$ cat config.mk
export PLATFORM = sky130hd
export DESIGN_NAME = imc_top
export DESIGN_NICKNAME = d
export VERILOG_FILES = /design/src/logic/imc_pkg.sv /design/src/logic/imc_cmd_decode.sv /design/src/logic/imc_region_ctl.sv /design/src/logic/imc_top.sv
export VERILOG_INCLUDE_DIRS = /design/src /design/src/logic
export SDC_FILE = /design/constraint.sdc
export NUM_CORES = 1
export LEC_CHECK = 0
export ABC_AREA = 1
export ABC_CLOCK_PERIOD_IN_PS = 1500
export BUFFER_PORTS_ARGS = -buffer_cell sky130_fd_sc_hd__clkbuf_2
export CORE_MARGIN = 1
export CORE_UTILIZATION = 42
export DETAILED_ROUTE_END_ITERATION = 10
export PLACE_DENSITY = 0.9
export SETUP_SLACK_MARGIN = 0.02
export SYNTH_ARGS = -nofsm -noshare
export SYNTH_HDL_FRONTEND = slang
export SYNTH_SLANG_ARGS = --single-unit
export TNS_END_PERCENT = 1
$ cat constraint.sdc
create_clock -name I_MCLK -period 1.5 [get_ports I_MCLK]
set_clock_uncertainty 0.2 [all_clocks]
set_input_delay 0.225 -clock I_MCLK [delete_from_list [all_inputs] [get_ports I_MCLK]]
set_output_delay 0.225 -clock I_MCLK [all_outputs]
set_load 0.01 [all_outputs]
$ cat src/logic/imc_params.svh
`ifndef IMC_PARAMS_SVH
`define IMC_PARAMS_SVH

// ****************************************************************
// register map
// ****************************************************************
`define IMC_CMD_ADDR        32'h40044004
`define IMC_STAT_ADDR       32'h40044008

// ****************************************************************
// command word fields
// ****************************************************************
`define IMC_CMD_START_BIT   0
`define IMC_CMD_STOP_BIT    1
`define IMC_CMD_SRST_BIT    2
`define IMC_CMD_RECOMP_LSB  4
`define IMC_CMD_WOFF_LSB    8
`define IMC_CMD_WON_LSB     12

// ****************************************************************
// status word fields
// ****************************************************************
`define IMC_STAT_RUN_BIT    0
`define IMC_STAT_STOP_BIT   1
`define IMC_STAT_PEND_LSB   4
`define IMC_STAT_WATCH_LSB  8
`define IMC_STAT_REJ_LSB    12

// ****************************************************************
// reset values and counts
// ****************************************************************
`define IMC_NUM_REGIONS     4
`define IMC_WATCH_RST       4'hF
`define IMC_PEND_RST        4'h0
`define IMC_RDATA_RST       32'h00000000

`endif

$ cat src/logic/imc_pkg.sv
`include "imc_params.svh"

package imc_pkg;

	typedef enum logic [1:0] {
		IMC_ST_IDLE = 2'b00,
		IMC_ST_RUN  = 2'b01,
		IMC_ST_STOP = 2'b10
	} imc_state_e;

	typedef struct packed {
		logic       start;
		logic       stop;
		logic       soft_rst;
		logic [3:0] recompute;
		logic [3:0] watch_off;
		logic [3:0] watch_on;
	} imc_cmd_s;

	typedef struct packed {
		logic        wr;
		logic        rd;
		logic [31:0] addr;
		logic [31:0] wdata;
	} imc_bus_s;

	function automatic logic imc_hit(input logic [31:0] addr,
		input logic [31:0] base);
		imc_hit = (addr == base);
	endfunction

endpackage

$ cat src/logic/imc_cmd_decode.sv
`timescale 1ns/1ps
`include "imc_params.svh"

module imc_cmd_decode
	import imc_pkg::*;
(
	input  wire imc_bus_s i_bus,
	output imc_cmd_s      o_cmd
);

	logic take;

	// only a write to the command address acts; zeros and spare bits
	// have no effect
	assign take = i_bus.wr && imc_hit(i_bus.addr, `IMC_CMD_ADDR);

	always_comb begin
		o_cmd = '0;
		if (take) begin
			o_cmd.start     = i_bus.wdata[`IMC_CMD_START_BIT];
			o_cmd.stop      = i_bus.wdata[`IMC_CMD_STOP_BIT];
			o_cmd.soft_rst  = i_bus.wdata[`IMC_CMD_SRST_BIT];
			o_cmd.recompute = i_bus.wdata[`IMC_CMD_RECOMP_LSB +: 4];
			o_cmd.watch_off = i_bus.wdata[`IMC_CMD_WOFF_LSB +: 4];
			o_cmd.watch_on  = i_bus.wdata[`IMC_CMD_WON_LSB +: 4];
		end
	end

endmodule

$ cat src/logic/imc_region_ctl.sv
`timescale 1ns/1ps
`include "imc_params.svh"

module imc_region_ctl
	import imc_pkg::*;
#(
	parameter int NREG = `IMC_NUM_REGIONS
) (
	input  wire logic            i_clk,
	input  wire logic            i_rst_b,
	input  wire logic            i_soft_rst,
	input  wire logic [NREG-1:0] i_watch_off,
	input  wire logic [NREG-1:0] i_watch_on,
	input  wire logic [NREG-1:0] i_recompute,
	input  wire logic [NREG-1:0] i_recomp_done,
	output logic      [NREG-1:0] o_watch,
	output logic      [NREG-1:0] o_pend,
	output logic      [NREG-1:0] o_refused
);

	logic [NREG-1:0] watch_r;
	logic [NREG-1:0] watch_nxt;
	logic [NREG-1:0] pend_r;
	logic [NREG-1:0] accept;

	// ****************************************************************
	// per-region watch state
	// ****************************************************************
	// off wins over on when both bits of one region are written
	always_comb begin
		watch_nxt = (watch_r | i_watch_on) & ~i_watch_off;
	end

	always_ff @(posedge i_clk or negedge i_rst_b) begin
		if (!i_rst_b) begin
			watch_r <= `IMC_WATCH_RST;
		end else if (i_soft_rst) begin
			watch_r <= `IMC_WATCH_RST;
		end else begin
			watch_r <= watch_nxt;
		end
	end

	// ****************************************************************
	// recompute requests
	// ****************************************************************
	// only honoured while the region is not watched
	assign accept    = i_recompute & ~watch_r;
	assign o_refused = i_recompute & watch_r;

	always_ff @(posedge i_clk or negedge i_rst_b) begin
		if (!i_rst_b) begin
			pend_r <= `IMC_PEND_RST;
		end else if (i_soft_rst) begin
			pend_r <= `IMC_PEND_RST;
		end else begin
			// a new request in the done cycle stays pending
			pend_r <= (pend_r & ~i_recomp_done) | accept;
		end
	end

	assign o_watch = watch_r;
	assign o_pend  = pend_r;

endmodule

$ cat src/logic/imc_top.sv
// Notes on behaviour
// - writing one to bit 0 starts the monitor controller
// - writing one to bit 1 stops it and ends any region in progress
// - writing one to bit 2 returns the whole controller to reset state
// - bits 7..4 recompute a region digest, only while its watch is off
// - bit i of 11..8 turns monitoring of region i off
// - bit i of 15..12 turns monitoring of region i on
// - every region is watched after reset until switched off
`timescale 1ns/1ps
`include "imc_params.svh"

module imc_top
	import imc_pkg::*;
#(
	parameter int NREG = `IMC_NUM_REGIONS
) (
	input  wire logic            I_MCLK,
	input  wire logic            I_RST_B,
	input  wire logic [31:0]     I_ADDR,
	input  wire logic [31:0]     I_WDATA,
	input  wire logic            I_WR,
	input  wire logic            I_RD,
	output logic      [31:0]     O_RDATA,
	input  wire logic            I_REGION_BUSY,
	input  wire logic [NREG-1:0] I_RECOMP_DONE,
	output logic                 O_MON_EN,
	output logic                 O_TERMINATE,
	output logic                 O_SOFT_RESET,
	output logic      [NREG-1:0] O_WATCH,
	output logic      [NREG-1:0] O_RECOMP_REQ
);

	// ****************************************************************
	// declarations
	// ****************************************************************
	imc_bus_s        bus;
	imc_cmd_s        cmd;
	imc_state_e      state_r;
	imc_state_e      state_nxt;
	logic            restart_r;
	logic            restart_nxt;
	logic            srst_pulse_r;
	logic [31:0]     rdata_r;
	logic [31:0]     status;
	logic [NREG-1:0] watch;
	logic [NREG-1:0] pend;
	logic [NREG-1:0] refused;
	logic [NREG-1:0] rej_r;
	logic            stat_rd;

	assign bus.wr    = I_WR;
	assign bus.rd    = I_RD;
	assign bus.addr  = I_ADDR;
	assign bus.wdata = I_WDATA;

	// ****************************************************************
	// command decode
	// ****************************************************************
	// spare bits and zeros ignored
	imc_cmd_decode u_decode (
		.i_bus (bus),
		.o_cmd (cmd)
	);

	// ****************************************************************
	// region bookkeeping
	// ****************************************************************
	imc_region_ctl #(
		.NREG (NREG)
	) u_region (
		.i_clk         (I_MCLK),
		.i_rst_b       (I_RST_B),
		.i_soft_rst    (cmd.soft_rst),
		.i_watch_off   (cmd.watch_off[NREG-1:0]),
		.i_watch_on    (cmd.watch_on[NREG-1:0]),
		.i_recompute   (cmd.recompute[NREG-1:0]),
		.i_recomp_done (I_RECOMP_DONE),
		.o_watch       (watch),
		.o_pend        (pend),
		.o_refused     (refused)
	);

	// ****************************************************************
	// controller state
	// ****************************************************************
	// stop wins over start written in the same word, so a careless
	// write of both never leaves the engine running
	always_comb begin
		state_nxt   = state_r;
		restart_nxt = restart_r;
		unique case (state_r)
			IMC_ST_IDLE: begin
				if (cmd.start && !cmd.stop) begin
					state_nxt = IMC_ST_RUN;
				end
			end
			IMC_ST_RUN: begin
				if (cmd.stop) begin
					if (I_REGION_BUSY) begin
						state_nxt = IMC_ST_STOP;
					end else begin
						state_nxt = IMC_ST_IDLE;
					end
				end
			end
			IMC_ST_STOP: begin
				// a start during termination is kept and acted on once
				// the engine has let go of the region
				if (cmd.stop) begin
					restart_nxt = 1'b0;
				end else if (cmd.start) begin
					restart_nxt = 1'b1;
				end
				// the kept start is consumed here, so it is read before
				// being cleared
				if (!I_REGION_BUSY) begin
					if (restart_nxt) begin
						state_nxt = IMC_ST_RUN;
					end else begin
						state_nxt = IMC_ST_IDLE;
					end
					restart_nxt = 1'b0;
				end
			end
			default: begin
				state_nxt   = IMC_ST_IDLE;
				restart_nxt = 1'b0;
			end
		endcase
	end

	always_ff @(posedge I_MCLK or negedge I_RST_B) begin
		if (!I_RST_B) begin
			state_r <= IMC_ST_IDLE;
		end else if (cmd.soft_rst) begin
			state_r <= IMC_ST_IDLE;
		end else begin
			state_r <= state_nxt;
		end
	end

	always_ff @(posedge I_MCLK or negedge I_RST_B) begin
		if (!I_RST_B) begin
			restart_r <= 1'b0;
		end else if (cmd.soft_rst) begin
			restart_r <= 1'b0;
		end else begin
			restart_r <= restart_nxt;
		end
	end

	// ****************************************************************
	// soft reset pulse to the engine
	// ****************************************************************
	// engine told to drop its work too
	always_ff @(posedge I_MCLK or negedge I_RST_B) begin
		if (!I_RST_B) begin
			srst_pulse_r <= 1'b0;
		end else begin
			srst_pulse_r <= cmd.soft_rst;
		end
	end

	// ****************************************************************
	// refused recompute record
	// ****************************************************************
	// sticky; cleared by a status read, but a refusal in that very
	// cycle survives the clear
	assign stat_rd = I_RD && imc_hit(I_ADDR, `IMC_STAT_ADDR);

	always_ff @(posedge I_MCLK or negedge I_RST_B) begin
		if (!I_RST_B) begin
			rej_r <= '0;
		end else if (cmd.soft_rst) begin
			rej_r <= '0;
		end else if (stat_rd) begin
			rej_r <= refused;
		end else begin
			rej_r <= rej_r | refused;
		end
	end

	// ****************************************************************
	// status word and read port
	// ****************************************************************
	always_comb begin
		status = '0;
		status[`IMC_STAT_RUN_BIT]            = (state_r == IMC_ST_RUN);
		status[`IMC_STAT_STOP_BIT]           = (state_r == IMC_ST_STOP);
		status[`IMC_STAT_PEND_LSB  +: NREG]  = pend;
		status[`IMC_STAT_WATCH_LSB +: NREG]  = watch;
		status[`IMC_STAT_REJ_LSB   +: NREG]  = rej_r;
	end

	// command word and unmapped addresses read zero
	always_ff @(posedge I_MCLK or negedge I_RST_B) begin
		if (!I_RST_B) begin
			rdata_r <= `IMC_RDATA_RST;
		end else if (stat_rd) begin
			rdata_r <= status;
		end else begin
			rdata_r <= `IMC_RDATA_RST;
		end
	end

	// ****************************************************************
	// outputs
	// ****************************************************************
	assign O_RDATA      = rdata_r;
	assign O_MON_EN     = (state_r == IMC_ST_RUN);
	// termination held until the region is released
	assign O_TERMINATE  = (state_r == IMC_ST_STOP);
	assign O_SOFT_RESET = srst_pulse_r;
	assign O_WATCH      = watch;
	assign O_RECOMP_REQ = pend;

endmodule

[Word-level counts from Yosys, hierarchy flattened]
Cells that the tools add are included.
Storage, ports and cells
  logic and storage cells: 51
  bits in latches: 0
  register bits after elaboration: 48
  memory bits (read-only): 0
  memory bits (writable): 0
  memories kept: 0
  input bits: 73
Cells by class
  shifts and indexed selects: 0
  magnitude comparators: 0
  bitwise operators: 10
  multiply operators: 0
  equal/unequal tests: 8
  div/mod/pow operators: 0
  multiplexer cells: 19
  add/subtract/negate cells: 0
  reductions and logical operators: 7
Operator list (count)
  $eq 32x31->1 const B: 2
  $and 4x4->4: 4
  $mux 16: 1
  $mux 4: 4
  $mux 15: 1
  $not 4->4: 3
  $or 4x4->4: 3
  $mux 2: 5
  $mux 1: 6
  $pmux 2 s3: 1
  $logic_and 1x1->1: 3
  $ne 3x1->1 const B: 1
  $ne 3x2->1 const B: 1
  $ne 3x3->1 const B: 1
  $reduce_and 3->1: 1
  $eq 2x1->1 const B: 1
  $eq 2x2->1 const B: 1
  $logic_not 2->1: 1
  $ne 2x1->1 const B: 1
  $pmux 1 s2: 1
  $reduce_or 2->1: 1
  $logic_not 1->1: 1

[Depth between registers and ports, before layout]
  depth in word-level cells: 10
  gate-level depth with buffers: 11

[Cells and area by module]
From an unflattened synthesis, not the netlist that was laid out.
Unflattened totals
  cells, all modules: 250
  area, all modules: 1959.4 µm²
By module, submodules not included
  imc_top: cells each 142, area an instance 1238.7 µm², instances 1
  imc_region_ctl: cells each 45, area an instance 369.1 µm², instances 1
  imc_cmd_decode: cells each 63, area an instance 351.6 µm², instances 1

[Worst setup path after synthesis]
No wires, ideal clock.
  path type: input-to-reg
  start point: input port I_ADDR[16]
  end point: register state_r[0]
  buffers on the path: 0
  required time: 1.234 ns
  cell stages on the path: 11
  slack: 0.088 ns
  setup time: 0.066 ns
  data arrival time: 1.146 ns
  path through: inv_1 -> nand2_1 -> nor2_1 -> nand2_1 -> nor2_4 -> nand4_4 -> nand2_2 -> nor2_2 -> nor2_2 -> nand2_1 -> nand2_1
Between the ends
  longest elaborated chain between the ends: 10
  elaborated cells between the ends (all ways): 16
  those cells by class: eq/ne: 4; mux: 8; reduce/logical: 4
RTL lines
  from (decl): line imc_top.sv:19  | input wire logic [31:0] I_ADDR,
  $eq 32x31->1 *: line imc_pkg.sv:29  | imc_hit = (addr == base);
  $logic_and 1x1->1 *: line imc_cmd_decode.sv:15  | assign take = i_bus.wr && imc_hit(i_bus.addr, `IMC_CMD_ADDR);
  $mux 15 *: line imc_cmd_decode.sv:19  | if (take) begin
  $mux 1: line imc_top.sv:111  | end else if (cmd.start) begin
  $mux 1: line imc_top.sv:109  | if (cmd.stop) begin
  $mux 1: line imc_top.sv:91  | unique case (state_r)
  $mux 1: line imc_top.sv:117  | if (restart_nxt) begin
  $mux 2: line imc_top.sv:116  | if (!I_REGION_BUSY) begin
  $pmux 2 s3: line imc_top.sv:91
  $mux 2: line imc_top.sv:135  | end else if (cmd.soft_rst) begin
  to (signal assigned): line imc_top.sv:138  | state_r <= state_nxt;
  to (decl): line imc_top.sv:38  | imc_state_e state_r;
Every way passes the cells marked *; elsewhere a longest branch is shown, timed or not. The select of a mux whose other input is x is not followed.
A chain may end at the register's enable or synchronous reset.

[Worst setup path in the final report]
  start point: register state_r[1]
  end point: output port O_TERMINATE
Between the ends
  longest elaborated chain between the ends: 1
RTL lines
  $eq 2x2->1: line imc_top.sv:212  | assign O_TERMINATE = (state_r == IMC_ST_STOP);
  to (decl): line imc_top.sv:27  | output logic O_TERMINATE,
Every way passes these cells.

==> results_dict.tcl <==
set metrics [dict create \
    grt_pass1_wl_mm 6.49 \
    vias_per_cell 4.59 \
    drt_iter0_drc 89 \
    path_clk_slew_ns 0.06 \
    utilization 0.619 \
    hold_violations 0 \
    route.detailed.drc 0 \
    p_clk_frac 0.447 \
    clockBufferDepth 2 \
    final_nets 393 \
    cp_max_fo 3 \
    min_path_cells 3 \
    setup_ws_ns 0.0411 \
    num_antenna_cells 0 \
    grt_use_met2 0.374 \
    gr-total-overflow 0 \
    reg2reg_depth 8 \
    grt_use_total 0.197 \
    synth_top_family_by_area "simple AND/OR/NAND/NOR gates" \
    coreArea_um2 3800 \
    layout_min_cycle_time_ns 1.46 \
    grt-busiest-layer "met2" \
    dp_hpwl_mm 3.23 \
    crit_arrival_ns 1.03 \
    vdd_ir_drop_max_mv 0.421 \
    synth.area.mux_share 0 \
    gp_congestion 0.820 \
    rsz0062_at_grt "yes" \
    outcome "completed" \
    start_util 0.452 \
    p_leak_nw 1.31 \
    fmax_mhz 685 \
    fin_crit_sh 0.973 \
    drtAntennaViolNets 0 \
    synthAdderAreaFrac 0 \
    crit_path_max_incr_delay_ns 0.43 \
    grt_pass1_vias 1568 \
    cts_buffers 5 \
    clock_latency_ns 0.28 \
    final_cell_mix "clkbuf_2, nand2_1, inv_1" \
    crit_buf_inv 2 \
    crit_slowest_cell "dfrtp_1" \
    die_height_um 65.9 \
    grtUsageMet1 0.203 \
    use_met3 0.0397 \
    ys_seq_elements 30 \
    stdcell_count 369 \
    drive_gt1_frac 0.405 \
    first_pass_iters 4 \
    cts_tree "built" \
    num_vias 1694 \
    dpl.cell_count 353 \
    startpoint_type "register" \
    design.die.area_um2 4350 \
    crit_start "state_r[1]" \
    r2r-start "state_r[0]" \
    powerDensity_nw_per_um2 754 \
    slew_violations 0 \
    pwr-share-comb 0.096 \
    worstSetupPathType "register to output port" \
    synth_compound_area_frac 0.0583 \
    synthSimpleGateAreaFrac 0.327 \
    hp-class "input pin to register" \
    cts-root-buf "clkbuf_8" \
    end_kind "output port" \
    crit_path_cell_trace "inv_2 -> nor2_4 -> clkbuf_2" \
    crit_required_ns 1.07 \
    pre_cts_slack_ns -0.151 \
    grt_max_degree 31 \
    io_pins 116 \
    p_seq_frac 0.457 \
    tns_ns 0 \
    row_count 22 \
    timing.hold.ws_ns 0.00627 \
    yosysSeqAreaShare 0.440 \
    worstHoldStart "I_WDATA[8]" \
    yosys_warnings 0 \
    switching_share 0.226 \
    netlist_area_um2 1720 \
    cts-htree-levels 2 \
    synth_cell_types 24 \
    area_growth_pct 36.9 \
    drt-wirelength-per-cell_um 11.0 \
    cp.depth 3 \
    netlist_instances 221 \
    cts_sinks 30 \
    drv_cap 0 \
    crit_family "flip-flops" \
    io_buffers 80 \
    wirelength_mm 4.07 \
    die_x_um 65.9 \
    p_int_w 0.00137 \
    synth_xor_area_frac 0 \
    switchingPower_w 0.000400 \
    final_common_cell "clkbuf_2" \
    avgSynthCellArea_um2 7.77 \
    antenna_found_initial 0 \
    setup_viol 0 \
]
## layer usage
layer,wire [um],vias to the layer above,share of wire
met1,1530,767,0.38
met5,0,-,0
met4,108,0,0.027
met3,253,10,0.062
li1,-,840,-
met2,2180,77,0.54
## registers in the layout, summed over array words and instances (netlist names)
register and cells:
O_RDATA 14, O_SOFT_RESET 1, rej_r 4, restart_r 1, state_r 2, u_region.o_pend 4, u_region.o_watch 4
## kinds of logic (layout without fill, tap and decap cells)
logic type      count (synthesis)  in the layout
compound gates                 16             16
simple gates                  115            115
flops                          30             30
other cells                     1             18
buf+inv                        59            142
## cell usage after synthesis (all sizes together)
| library cell | count | area, um2 |
|---|---|---|
| nor2 | 47 | 219 |
| inv | 39 | 146 |
| nand2 | 39 | 151 |
| dfrtp | 26 | 651 |
| buf | 19 | 146 |
| nand3 | 15 | 90.1 |
| a21oi | 9 | 45.0 |
| nand4 | 7 | 58.8 |
| a32o | 4 | 40.0 |
| dfstp | 4 | 105 |
| or2 | 4 | 25.0 |
| o21ai | 3 | 15.0 |
| nor3 | 2 | 10.0 |
| clkinv | 1 | 3.75 |
| conb | 1 | 3.75 |
| nor4 | 1 | 6.26 |
## final timing paths
path / to / slack, ns
setup / recovery: O_TERMINATE / 0.04
setup reg to reg: state_r[0] / 0.13
max in group asynchronous: u_region.o_watch[2] / 0.50
hold reg to reg: O_RDATA[12] / 0.30
min in group asynchronous: O_RDATA[12] / 0.28
hold / removal: u_region.o_watch[0] / 0.006
## timing repair
action / in CTS / in global routing
pin swaps: 0 / 1
endpoints found under the setup margin: 2 / 4
setup buffers: 1 / 4
resized for setup: 4 / 4
hold buffers: 3 / 0
gates cloned: 0 / 0
endpoints found under the hold margin: 28 / 0
## power groups by stage
stage	clock network [W]	registers, W	logic [W]
6_report	0.000792	0.000810	0.000170
5_1_grt	0.000836	0.000809	0.000194
4_1_cts	0.000795	0.000810	0.000171
3_5_place_dp	0	0.000824	0.000164
3_3_place_gp	0	0.000824	0.000159
2_1_floorplan	0	0.000824	0.0000925
## per-stage QoR
stage               instance area [um2]  total power (W)
finish                             2350          0.00177
global route                       2350          0.00184
CTS                                2300          0.00178
detailed placement                 2150         0.000988
global placement                   2150         0.000983
floorplan                          1780         0.000917
## tightest hold or removal path, stage by stage
cell	delay, ns
clkbuf_2	0.08
a32o_1	0.14
nand2_1	0.04
## area by class of cell
| cell class | count | area [um2] |
|---|---|---|
| multi-input cells | 149 | 743 |
| fillers | 333 | 1450 |
| inverters | 40 | 150 |
| repair buffers | 94 | 532 |
| clock buffers | 5 | 68.8 |
| flip-flops and latches | 30 | 756 |
| well taps | 48 | 60.1 |
| clock inverters | 3 | 40.0 |
Note: power is estimated with default switching activity, not from simulation.
